`src/core/spi_master_defs.svh`:
```
`ifndef SPI_MASTER_DEFS_SVH
`define SPI_MASTER_DEFS_SVH
// Register byte addresses
`define OFS_CONTROL 8'h00
`define OFS_DATA 8'h04
`define OFS_CLOCK_DIV 8'h08
`define OFS_BYTE_COUNT 8'h0c
`define OFS_HOLD 8'h10
`define OFS_THRESH 8'h14
// Control and status fields
`define B_CHIP_SEL 1:0
`define B_PHASE 2
`define B_IDLE_LEVEL 3
`define B_CLEAR_TX 4
`define B_CLEAR_RX 5
`define B_ACTIVE 7
`define B_DMA_EN 8
`define B_IRQ_DONE 9
`define B_IRQ_RX 10
`define B_AUTO_REL 11
`define B_LOW_SPEED 13
`define B_DONE 16
`define B_RX_NEEDS 17
`define B_TX_SPACE 18
`define B_RX_DATA 19
`define B_RX_FULL 20
`define F_SETTINGS 7:0
`define F_WORD_COUNT 31:16
`define F_COUNT 15:0
`define F_HOLD 3:0
`define F_RX_URGENT 31:24
`define F_RX_REQ 23:16
`define F_TX_URGENT 15:8
`define F_TX_REQ 7:0
// Reset values
`define RST_HOLD 4'h1
`define RST_RX_URGENT 8'h30
`define RST_RX_REQ 8'h20
`define RST_TX_URGENT 8'h10
`define RST_TX_REQ 8'h20
// Timing in core clocks, then the last serial clock edge and the last byte lane
`define CS_SETUP_CYCLES 2'h3
`define HALF_AT_ZERO 16'h8000
`define LAST_EDGE 4'hf
`define LAST_LANE 2'h3
`endif

```
`src/core/spi_master_pkg.sv`:
```
package spi_master_pkg;
    typedef enum logic [1:0] {sh_idle, sh_run, sh_tail} shift_state_t;
    typedef logic [7:0] byte_t;
endpackage

```
`src/core/spi_byte_if.sv`:
```
`timescale 1ns/1ps
interface spi_byte_if;
    logic start;
    spi_master_pkg::byte_t tx_byte;
    logic idle;
    logic rx_valid;
    spi_master_pkg::byte_t rx_byte;
    logic idle_level;
    logic sample_phase;
    logic [15:0] half_period;
    logic low_speed;
    logic [3:0] hold;
    modport ctrl(output start, tx_byte, idle_level, sample_phase, half_period, low_speed,
        hold, input idle, rx_valid, rx_byte);
    modport eng(input start, tx_byte, idle_level, sample_phase, half_period, low_speed,
        hold, output idle, rx_valid, rx_byte);
endinterface

```
`src/core/spi_byte_fifo.sv`:
```
`timescale 1ns/1ps
module spi_byte_fifo #(
    parameter int WIDTH = 8,
    parameter int DEPTH = 64,
    parameter int LW = $clog2(DEPTH)
) (
    input wire logic pclk,
    input wire logic presetn,
    input wire logic clear,
    input wire logic push,
    input wire logic [WIDTH-1:0] wdata,
    input wire logic pop,
    output logic [WIDTH-1:0] rdata,
    output logic [LW:0] level,
    output logic full,
    output logic empty
);
    logic [WIDTH-1:0] mem [DEPTH];
    logic [LW-1:0] wr_ptr;
    logic [LW-1:0] rd_ptr;
    logic do_push;
    logic do_pop;

    // Overflow and underflow are dropped, never wrapped
    assign do_push = push && !full;
    assign do_pop = pop && !empty;
    assign full = level == (LW+1)'(DEPTH);
    assign empty = level == '0;
    assign rdata = mem[rd_ptr];

    // Pointers and fill level; clear beats a same-cycle push
    always_ff @(posedge pclk or negedge presetn) begin
        if (!presetn) begin
            wr_ptr <= '0;
            rd_ptr <= '0;
            level <= '0;
        end else if (clear) begin
            wr_ptr <= '0;
            rd_ptr <= '0;
            level <= '0;
        end else begin
            if (do_push) wr_ptr <= wr_ptr + 1'b1;
            if (do_pop) rd_ptr <= rd_ptr + 1'b1;
            if (do_push && !do_pop) level <= level + 1'b1;
            else if (do_pop && !do_push) level <= level - 1'b1;
        end
    end

    // Storage needs no reset
    always_ff @(posedge pclk) begin
        if (do_push && !clear) mem[wr_ptr] <= wdata;
    end
endmodule

```
`src/core/spi_master_dma.sv`:
```
// Implementation choices: the APB register port and the placing of the registers.
`timescale 1ns/1ps
`include "spi_master_defs.svh"
// Overview of operation
// Sixteen-bit byte count sets DMA length
// Byte count matters only in DMA mode
// Low-speed link holds outputs, minimum one clock
// RX boost when level above urgent threshold
// RX request above threshold or finished nonempty
// TX boost when level at most urgent threshold
// TX request when level at most threshold
// Software polls, writes, reads, then clears active
// Done interrupt fires as soon as active
// On done interrupt write sixteen or finish
// On RX interrupt read twelve, write twelve
// DMA channels use 32-bit transfers
// Two DMA channels, DMA mode set first
// First DMA word carries length and settings
// Read channel completion ends the transfer
// One byte received per byte sent
// Clock toggles only while shifting a byte
// Select leads first msb by three clocks
// Select releases a clock after last edge
// Software may drive select when margins short
// First data write while idle loads settings
// Auto release drops select at count end
// Requests and boosts recomputed every cycle
module spi_master_dma #(
    parameter int FIFO_DEPTH = 64,
    parameter int LW = $clog2(FIFO_DEPTH)
) (
    input wire logic pclk,
    input wire logic presetn,
    input wire logic psel,
    input wire logic penable,
    input wire logic pwrite,
    input wire logic [7:0] paddr,
    input wire logic [31:0] pwdata,
    output logic [31:0] prdata,
    output logic pready,
    output logic pslverr,
    output logic sclk,
    output logic mosi,
    input wire logic miso,
    output logic [2:0] chip_select_n,
    output logic irq,
    output logic tx_dma_request,
    output logic tx_priority_boost,
    output logic rx_dma_request,
    output logic rx_priority_boost
);
    localparam logic [LW:0] RX_NEEDS_LEVEL = (LW+1)'(FIFO_DEPTH * 3 / 4);

    // Control fields
    logic [1:0] chip_sel;
    logic sample_phase;
    logic idle_level;
    logic ta;
    logic dma_en;
    logic irq_done;
    logic irq_rx;
    logic auto_rel;
    logic low_speed;
    logic [15:0] clock_div;
    logic [15:0] dma_byte_count;
    logic [3:0] output_hold_delay;
    logic [31:0] dma_threshold_control;
    logic [15:0] remaining;
    logic [1:0] cs_age;
    logic [1:0] lane;
    logic [23:0] rd_word;
    logic miso_meta;
    logic miso_sync;

    // Bus decode
    logic acc;
    logic wr_ctrl;
    logic data_acc;
    logic dma_word;
    logic step;
    logic cfg_word_wr;
    logic mapped;
    logic done;
    logic dma_finished;
    logic rx_needs;
    logic shift_start;
    logic auto_release;
    spi_master_pkg::byte_t cur_byte;

    // FIFO ports
    logic tx_clear;
    logic rx_clear;
    logic tx_push;
    logic tx_pop;
    logic rx_pop;
    spi_master_pkg::byte_t tx_wdata;
    spi_master_pkg::byte_t tx_rdata;
    spi_master_pkg::byte_t rx_rdata;
    logic [LW:0] tx_level;
    logic [LW:0] rx_level;
    logic tx_full;
    logic tx_empty;
    logic rx_full;
    logic rx_empty;

    spi_byte_if link_bus();

    assign acc = psel && penable;
    assign wr_ctrl = acc && pwrite && paddr == `OFS_CONTROL;
    assign data_acc = acc && paddr == `OFS_DATA;
    assign mapped = paddr == `OFS_CONTROL || paddr == `OFS_DATA || paddr == `OFS_CLOCK_DIV
        || paddr == `OFS_BYTE_COUNT || paddr == `OFS_HOLD || paddr == `OFS_THRESH;
    // DMA data words move one byte per cycle; the bus waits meanwhile
    // Reads stay word-wide after auto release so the read channel can drain RX
    assign dma_word = data_acc && dma_en && (ta || !pwrite);
    assign step = dma_word && (pwrite ? !tx_full : (!rx_empty || !ta || dma_finished));
    assign pready = dma_word ? (step && lane == `LAST_LANE) : 1'b1;
    assign pslverr = acc && !mapped;
    assign cfg_word_wr = data_acc && pwrite && !ta;

    // Done reads zero while idle; in DMA mode it waits for the count
    assign done = ta && link_bus.idle && (dma_en ? remaining == 16'h0000 : tx_empty);
    assign dma_finished = link_bus.idle && remaining == 16'h0000;
    assign rx_needs = ta && rx_level >= RX_NEEDS_LEVEL;
    assign irq = ta && ((irq_done && done) || (irq_rx && rx_needs));

    // Byte start waits for select setup, a byte to send and RX room
    assign shift_start = ta && cs_age == `CS_SETUP_CYCLES && link_bus.idle && !tx_empty
        && !rx_full && (!dma_en || remaining != 16'h0000);
    assign auto_release = ta && dma_en && auto_rel && remaining == 16'h0000
        && link_bus.idle && !tx_pop;

    // FIFO traffic
    assign tx_wdata = dma_word ? 8'(pwdata >> {lane, 3'b000}) : pwdata[7:0];
    assign tx_push = (data_acc && pwrite && ta && !dma_en) || (step && pwrite);
    assign tx_pop = shift_start;
    assign rx_pop = (data_acc && !pwrite && !dma_en) || (step && !pwrite);
    assign tx_clear = (wr_ctrl && pwdata[`B_CLEAR_TX]) || auto_release;
    assign rx_clear = wr_ctrl && pwdata[`B_CLEAR_RX];
    assign cur_byte = rx_empty ? 8'h00 : rx_rdata;

    // Request and boost levels follow the FIFOs each cycle
    assign rx_priority_boost = dma_en
        && 8'(rx_level) > dma_threshold_control[`F_RX_URGENT];
    assign rx_dma_request = dma_en && (8'(rx_level) > dma_threshold_control[`F_RX_REQ]
        || (dma_finished && !rx_empty));
    assign tx_priority_boost = dma_en
        && 8'(tx_level) <= dma_threshold_control[`F_TX_URGENT];
    assign tx_dma_request = dma_en
        && 8'(tx_level) <= dma_threshold_control[`F_TX_REQ];

    // Select lines, one per decoded code; code three selects none
    genvar gi;
    for (gi = 0; gi < 3; gi++) begin : g_select
        assign chip_select_n[gi] = !(ta && chip_sel == 2'(gi));
    end

    // Engine hookup
    assign link_bus.start = shift_start;
    assign link_bus.tx_byte = tx_rdata;
    assign link_bus.idle_level = idle_level;
    assign link_bus.sample_phase = sample_phase;
    assign link_bus.low_speed = low_speed;
    assign link_bus.hold = output_hold_delay;
    // Zero divides by 65536; one divides by two; other odd divisors round down
    assign link_bus.half_period = (clock_div == 16'h0000) ? `HALF_AT_ZERO
        : (clock_div[15:1] == 15'h0000) ? 16'h0001 : {1'b0, clock_div[15:1]};

    // Read mux
    always_comb begin
        prdata = 32'h0000_0000;
        if (acc && !pwrite) begin
            case (paddr)
                `OFS_CONTROL: begin
                    prdata[`B_CHIP_SEL] = chip_sel;
                    prdata[`B_PHASE] = sample_phase;
                    prdata[`B_IDLE_LEVEL] = idle_level;
                    prdata[`B_ACTIVE] = ta;
                    prdata[`B_DMA_EN] = dma_en;
                    prdata[`B_IRQ_DONE] = irq_done;
                    prdata[`B_IRQ_RX] = irq_rx;
                    prdata[`B_AUTO_REL] = auto_rel;
                    prdata[`B_LOW_SPEED] = low_speed;
                    prdata[`B_DONE] = done;
                    prdata[`B_RX_NEEDS] = rx_needs;
                    prdata[`B_TX_SPACE] = !tx_full;
                    prdata[`B_RX_DATA] = !rx_empty;
                    prdata[`B_RX_FULL] = rx_full;
                end
                `OFS_DATA: prdata = dma_word ? {cur_byte, rd_word} : {24'h00_0000, cur_byte};
                `OFS_CLOCK_DIV: prdata[`F_COUNT] = clock_div;
                `OFS_BYTE_COUNT: prdata[`F_COUNT] = dma_byte_count;
                `OFS_HOLD: prdata[`F_HOLD] = output_hold_delay;
                `OFS_THRESH: prdata = dma_threshold_control;
                default: prdata = 32'h0000_0000;
            endcase
        end
    end

    // Control register; an idle data-port write sets the low settings byte
    always_ff @(posedge pclk or negedge presetn) begin
        if (!presetn) begin
            {chip_sel, sample_phase, idle_level, ta} <= 5'h00;
            {dma_en, irq_done, irq_rx, auto_rel, low_speed} <= 5'h00;
        end else if (wr_ctrl) begin
            chip_sel <= pwdata[`B_CHIP_SEL];
            sample_phase <= pwdata[`B_PHASE];
            idle_level <= pwdata[`B_IDLE_LEVEL];
            ta <= pwdata[`B_ACTIVE];
            dma_en <= pwdata[`B_DMA_EN];
            irq_done <= pwdata[`B_IRQ_DONE];
            irq_rx <= pwdata[`B_IRQ_RX];
            auto_rel <= pwdata[`B_AUTO_REL];
            low_speed <= pwdata[`B_LOW_SPEED];
        end else if (cfg_word_wr) begin
            chip_sel <= pwdata[`B_CHIP_SEL];
            sample_phase <= pwdata[`B_PHASE];
            idle_level <= pwdata[`B_IDLE_LEVEL];
            ta <= pwdata[`B_ACTIVE];
        end else if (auto_release) begin
            ta <= 1'b0;
        end
    end

    // Plain configuration registers
    always_ff @(posedge pclk or negedge presetn) begin
        if (!presetn) begin
            clock_div <= 16'h0000;
            output_hold_delay <= `RST_HOLD;
            dma_threshold_control <= {`RST_RX_URGENT, `RST_RX_REQ, `RST_TX_URGENT, `RST_TX_REQ};
        end else if (acc && pwrite) begin
            if (paddr == `OFS_CLOCK_DIV) clock_div <= pwdata[`F_COUNT];
            if (paddr == `OFS_HOLD) output_hold_delay <= pwdata[`F_HOLD];
            if (paddr == `OFS_THRESH) dma_threshold_control <= pwdata;
        end
    end

    // Byte count and the live remainder of a DMA transfer
    always_ff @(posedge pclk or negedge presetn) begin
        if (!presetn) begin
            dma_byte_count <= 16'h0000;
            remaining <= 16'h0000;
        end else if (cfg_word_wr && dma_en) begin
            dma_byte_count <= pwdata[`F_WORD_COUNT];
            remaining <= pwdata[`F_WORD_COUNT];
        end else if (acc && pwrite && paddr == `OFS_BYTE_COUNT) begin
            dma_byte_count <= pwdata[`F_COUNT];
            remaining <= pwdata[`F_COUNT];
        end else if (shift_start && dma_en) begin
            remaining <= remaining - 16'h0001;
        end
    end

    // Select setup age, restarted whenever the transfer is idle
    always_ff @(posedge pclk or negedge presetn) begin
        if (!presetn) cs_age <= 2'h0;
        else if (!ta) cs_age <= 2'h0;
        else if (cs_age != `CS_SETUP_CYCLES) cs_age <= cs_age + 2'h1;
    end

    // Word lane and gathered read bytes, low byte first
    always_ff @(posedge pclk or negedge presetn) begin
        if (!presetn) begin
            lane <= 2'h0;
            rd_word <= 24'h00_0000;
        end else if (step) begin
            lane <= lane + 2'h1;
            if (lane != `LAST_LANE) rd_word <= 24'(({8'h00, cur_byte} << {lane, 3'b000})
                | (lane == 2'h0 ? 32'h0000_0000 : {8'h00, rd_word}));
        end
    end

    // Serial input crosses in through two flops
    always_ff @(posedge pclk or negedge presetn) begin
        if (!presetn) begin
            miso_meta <= 1'b0;
            miso_sync <= 1'b0;
        end else begin
            miso_meta <= miso;
            miso_sync <= miso_meta;
        end
    end

    spi_byte_fifo #(.WIDTH(8), .DEPTH(FIFO_DEPTH)) u_tx_fifo (
        .pclk(pclk), .presetn(presetn), .clear(tx_clear), .push(tx_push),
        .wdata(tx_wdata), .pop(tx_pop), .rdata(tx_rdata), .level(tx_level),
        .full(tx_full), .empty(tx_empty));

    spi_byte_fifo #(.WIDTH(8), .DEPTH(FIFO_DEPTH)) u_rx_fifo (
        .pclk(pclk), .presetn(presetn), .clear(rx_clear), .push(link_bus.rx_valid),
        .wdata(link_bus.rx_byte), .pop(rx_pop), .rdata(rx_rdata), .level(rx_level),
        .full(rx_full), .empty(rx_empty));

    spi_shifter u_shifter (
        .pclk(pclk), .presetn(presetn), .bus(link_bus.eng), .miso(miso_sync),
        .sclk(sclk), .mosi(mosi));
endmodule

```
`src/core/spi_shifter.sv`:
```
`timescale 1ns/1ps
`include "spi_master_defs.svh"
module spi_shifter (
    input wire logic pclk,
    input wire logic presetn,
    spi_byte_if.eng bus,
    input wire logic miso,
    output logic sclk,
    output logic mosi
);
    spi_master_pkg::shift_state_t state;
    logic [15:0] div_cnt;
    logic tick;
    logic [3:0] edge_no;
    spi_master_pkg::byte_t tx_sh;
    spi_master_pkg::byte_t rx_sh;
    logic pend_bit;
    logic [3:0] hold_cnt;
    logic sample;
    logic present;
    logic load;
    logic [3:0] in_flight;

    assign load = (state == spi_master_pkg::sh_idle) && bus.start;
    assign tick = (state != spi_master_pkg::sh_idle)
        && (div_cnt == bus.half_period - 16'h0001);
    assign sample = (state == spi_master_pkg::sh_run) && tick
        && (edge_no[0] == bus.sample_phase);
    // Phase 0 shows the msb at load, phase 1 on the first edge
    assign present = (load && !bus.sample_phase) || ((state == spi_master_pkg::sh_run) && tick
        && (edge_no[0] != bus.sample_phase) && (edge_no != `LAST_EDGE));
    assign bus.idle = state == spi_master_pkg::sh_idle;
    assign bus.rx_byte = rx_sh;

    // Half-period divider, restarted per byte
    always_ff @(posedge pclk or negedge presetn) begin
        if (!presetn) div_cnt <= 16'h0000;
        else if (state == spi_master_pkg::sh_idle || tick) div_cnt <= 16'h0000;
        else div_cnt <= div_cnt + 16'h0001;
    end

    // Byte sequencer; tail keeps a half period after the last edge
    always_ff @(posedge pclk or negedge presetn) begin
        if (!presetn) begin
            state <= spi_master_pkg::sh_idle;
            edge_no <= 4'h0;
            bus.rx_valid <= 1'b0;
        end else begin
            bus.rx_valid <= 1'b0;
            unique case (state)
                spi_master_pkg::sh_idle: begin
                    edge_no <= 4'h0;
                    if (bus.start) state <= spi_master_pkg::sh_run;
                end
                spi_master_pkg::sh_run: if (tick) begin
                    edge_no <= edge_no + 4'h1;
                    if (edge_no == `LAST_EDGE) state <= spi_master_pkg::sh_tail;
                end
                spi_master_pkg::sh_tail: if (tick) begin
                    state <= spi_master_pkg::sh_idle;
                    bus.rx_valid <= 1'b1;
                end
            endcase
        end
    end

    // Clock toggles only inside a byte, else rests
    always_ff @(posedge pclk or negedge presetn) begin
        if (!presetn) sclk <= 1'b0;
        else if (state == spi_master_pkg::sh_idle) sclk <= bus.idle_level;
        else if (state == spi_master_pkg::sh_run && tick) sclk <= ~sclk;
    end

    // Shift out and in; one byte in for every byte out
    always_ff @(posedge pclk or negedge presetn) begin
        if (!presetn) begin
            tx_sh <= 8'h00;
            rx_sh <= 8'h00;
        end else begin
            if (load) tx_sh <= bus.sample_phase ? bus.tx_byte : {bus.tx_byte[6:0], 1'b0};
            else if (present) tx_sh <= {tx_sh[6:0], 1'b0};
            if (sample) rx_sh <= {rx_sh[6:0], miso};
        end
    end

    // Data line; low-speed link delays each change by the hold count
    always_ff @(posedge pclk or negedge presetn) begin
        if (!presetn) begin
            mosi <= 1'b0;
            pend_bit <= 1'b0;
            hold_cnt <= 4'h0;
        end else if (present && bus.low_speed) begin
            pend_bit <= load ? bus.tx_byte[7] : tx_sh[7];
            hold_cnt <= (bus.hold == 4'h0) ? 4'h1 : bus.hold;
        end else if (present) begin
            mosi <= load ? bus.tx_byte[7] : tx_sh[7];
        end else if (hold_cnt != 4'h0) begin
            hold_cnt <= hold_cnt - 4'h1;
            if (hold_cnt == 4'h1) mosi <= pend_bit;
        end
    end

    // Checker helper: bytes started but not yet returned
    always_ff @(posedge pclk or negedge presetn) begin
        if (!presetn) in_flight <= 4'h0;
        else if (load && !bus.rx_valid) in_flight <= in_flight + 4'h1;
        else if (bus.rx_valid && !load) in_flight <= in_flight - 4'h1;
    end
endmodule

```
`config.mk`:
```
export PLATFORM = sky130hd
export DESIGN_NAME = spi_master_dma
export DESIGN_NICKNAME = d
export VERILOG_FILES = /design/src/core/spi_master_pkg.sv /design/src/core/spi_byte_if.sv /design/src/core/spi_byte_fifo.sv /design/src/core/spi_master_dma.sv /design/src/core/spi_shifter.sv
export VERILOG_INCLUDE_DIRS = /design/src /design/src/core
export SDC_FILE = /design/constraint.sdc
export NUM_CORES = 2
export LEC_CHECK = 0
export BUFFER_PORTS_ARGS = -buffer_cell sky130_fd_sc_hd__buf_2
export CORE_AREA = 3 3 365 295
export DETAILED_ROUTE_END_ITERATION = 6
export DIE_AREA = 0 0 368 298
export GPL_ROUTABILITY_DRIVEN = 1
export GPL_TIMING_DRIVEN = 0
export HOLD_SLACK_MARGIN = 0.06
export PLACE_DENSITY = 0.7
export RECOVER_POWER = 50
export SYNTH_ARGS = -nofsm -noshare
export SYNTH_HDL_FRONTEND = slang
export SYNTH_SLANG_ARGS = --single-unit
```
`constraint.sdc`:
```
create_clock -name pclk -period 6.05 [get_ports pclk]
set_input_delay 0.605 -clock pclk [delete_from_list [all_inputs] [get_ports pclk]]
set_output_delay 0.605 -clock pclk [all_outputs]
set_load 0.05 [all_outputs]
```
==> results_dict.tcl <==
set metrics [dict create \
    wl_mm 137.7 \
    hold_start "miso" \
    synth_area_leader_cell "edfxtp_1" \
    cap_violations 15 \
    syn_area_um2 52070 \
    wl_per_cell_um 28.84 \
    fin_cells 4774 \
    status "finished with violations" \
    setup_viol 0 \
    setup.worst_path.start "u_rx_fifo.rd_ptr[0]" \
    track_usage_pct 25.18 \
    clockBufferDepth 3 \
    die_area_um2 109700 \
    slew_viol_final 502 \
    dr.pass1.iters 7 \
    worst_path_max_delay_cell "clkdlybuf4s15_2" \
    die_h_um 298 \
    grt_pass1_vias 29353 \
    finalClockSkew_ns 0.06277 \
    syn_inst 3038 \
    crit_fanout 10 \
    grt_overflow_total 0 \
    area_growth_pct 12.41 \
    slew_headroom_pct -205.8 \
    clkPwrFrac_pct 44.4 \
    ys_seq_area_share_pct 69.06 \
    clock_sinks 1232 \
    grt_pass1_wl_mm 203.1 \
    syn_nets 3141 \
    final_cell_mix "1024 x edfxtp_1, 323 x mux4_2, 265 x nor2_1, 202 x dfrtp_1, 151 x nand2_1" \
    cp_common_cell "mux4_2" \
    synth_cell_type_count 79 \
    internal_power_w 0.01339 \
    ys_seq_elements 1232 \
    drt.antenna.violating_nets 0 \
    crit_family "multiplexers" \
    antenna_found_initial 11 \
    syn_avg_cell_area_um2 17.14 \
    synth_ff_type "edfxtp_1" \
    via_count 30027 \
    rsz0062_at_grt "false" \
    drc 9 \
    hold_path_class "in2reg" \
    timing.final.crit_share_pct 98.19 \
    power_switching_share_pct 20.78 \
    holdWs_ns 0.1081 \
    cp-start-kind "register" \
    p_total_w 0.01690 \
    fin_crit_ns 5.940 \
    start_util_pct 49.95 \
    utilization_pct 56.15 \
    htreeDepth 3 \
    final_common_cell "edfxtp_1" \
    cts_setup_buffers 0 \
    cts_made_buffers 115 \
    violations "design-rule violations, max-capacitance violations, max-slew violations" \
    synth_edf_count 1024 \
    drive_gt1_share_pct 21.17 \
    nets 3368 \
    r2r-start "ta" \
    hold_viol 0 \
    synthArstFlopShare_pct 16.88 \
    yosys_warnings 0 \
    placed_cells 4550 \
    cp.buffers_inverters 4 \
    worst_pin_slew_ns 4.587 \
    power_frac_seq_pct 54.2 \
    timing.fmax_ghz 0.1683 \
    fill_cells 8030 \
    required_ns 5.44 \
    io_buffers 88 \
    fin_tns_setup_ns 0 \
    leakagePower_nw 20.16 \
    crit_chain "clkbuf_1, clkbuf_1, clkdlybuf4s15_2, mux4_2, mux4_2, mux4_2, nand2_1, nor2_1, a211oi_1, nor2_1, buf_2" \
    insertion_delay_ns 0.73 \
    place.gp.congestion 0.9709 \
    power_density_nw_per_um2 288.7 \
    endpoint_kind "output pin" \
    path_clk_slew_ns 0.07 \
    rows 106 \
    die_x_um 368 \
    core_um2 104200 \
    arrival_ns 5.34 \
    synthTopCellsByArea "edfxtp_1 59%, mux4_2 14%, dfrtp_1 9.7%" \
    p_switching_w 0.003512 \
    clock_tree.root_cell "clkbuf_16" \
    synth_top_area_share_pct 59.05 \
    grt_max_degree 118 \
    vias_per_cell 6.290 \
    crit_type "reg2out" \
    num_io_pins 90 \
    hpwl_mm 93.28 \
    drt-initial-drc-count 4350 \
    cts_tree "built" \
    slowest_delay_ns 0.71 \
    pwr-share-comb_pct 1.4 \
    vdd_drop_max_mv 0.3005 \
]
[synth_stat cells (14+ instances only)]
master	number
edfxtp_1	1024
mux4_2	323
nor2_1	265
dfrtp_1	202
nand2_1	151
clkbuf_1	115
o21ai_0	83
a21oi_1	81
mux2_2	68
inv_1	57
ha_1	55
buf_1	51
mux2i_1	49
nand3_1	42
nor3_1	40
xor2_1	33
xnor2_1	32
a22oi_1	31
nand2b_1	22
and3_1	21
a31oi_1	19
nor2b_1	19
nand4_1	17
or3_1	16
and2_1	15
a21o_1	14
a221oi_1	14
a22o_1	14
[power by group through the flow]
stage / Clock [W] / Sequential, W / Combinational [W]
floorplan: 0 / 0.00934 / 0.0000908
global placement: 0 / 0.00936 / 0.000212
detailed placement: 0 / 0.00934 / 0.000239
CTS: 0.00758 / 0.00916 / 0.000240
global route: 0.00791 / 0.00916 / 0.000261
finish: 0.00750 / 0.00916 / 0.000241
[worst reg2reg max path: stages (launching register included)]
cell	delay, ns
dfrtp_1	0.32
clkbuf_1	0.42
inv_1	0.34
a21oi_1	0.42
and4_1	0.25
clkbuf_1	0.21
nand2_1	0.08
a21oi_1	0.94
nor3b_1	0.47
nand3_1	0.64
nor2_1	0.95
[area by class of cell]
class / instances / area, um2 / area share, %
flip-flops and latches: 1232 / 35960 / 61.44
multi-input cells: 1574 / 15270 / 26.09
clock buffers: 129 / 2940 / 5.023
well taps: 1404 / 1757 / 3.001
clock inverters: 91 / 991.0 / 1.693
plain buffers: 172 / 694.4 / 1.186
repair buffers: 110 / 688.2 / 1.176
inverters: 60 / 225.2 / 0.3847
diodes: 2 / 5.005 / 0.008550
[cells by family after synthesis]
family,synth area share [%]
adders and majority gates,1.398
muxes,16.38
AOI/OAI and AO/OA,4.198
buffers and inverters,1.711
and+or+nand+nor,6.129
DFF,69.06
xor gates and xnor gates,1.124
[final timing paths]
check	cells past startpoint	slack [ns]	to
worst min register to register	0	0.37	miso_sync
min in group asynchronous	2	2.29	remaining[7]
worst max-delay path	11	0.11	prdata[0]
worst min-delay path	1	0.11	miso_meta
max in group asynchronous	2	1.15	cs_age[0]
worst max register to register	10	0.57	u_tx_fifo.mem[62][7]
[per-layer routing]
layer	GRT usage (%)	vias to the layer above	wire length [um]
met5	0	-	81
met4	6.765	12	4247
met3	7.357	308	16570
met1	37.95	15441	56890
li1	-	12492	-
met2	36.10	1774	59880
[per-stage QoR]
stage	cell area [um2]	setup WS, ns
final	58540	0.1098
after global routing	58530	0.01094
after CTS	58730	0.02136
after detailed placement	54760	-0.3325
after global placement	54270	-4.459
after floorplan	52070	0.2104
[timing repair]
item,4_1_cts,5_1_grt
resized for setup,6,9
hold endpoints to repair,87,0
hold buffers,1,0
endpoints found under the setup margin,4,6
[flip-flops by register name, indices dropped and copies added (netlist names), 6 cells and up]
signal,flops
u_rx_fifo.mem,512
u_tx_fifo.mem,512
dma_threshold_control,32
rd_word,24
clock_div,16
dma_byte_count,16
remaining,16
u_shifter.div_cnt,16
u_shifter.bus.rx_byte,8
u_shifter.tx_sh,8
u_rx_fifo.level,7
u_tx_fifo.level,7
u_rx_fifo.rd_ptr,6
u_rx_fifo.wr_ptr,6
u_tx_fifo.rd_ptr,6
u_tx_fifo.wr_ptr,6
Power figures use the tool's default switching activity.
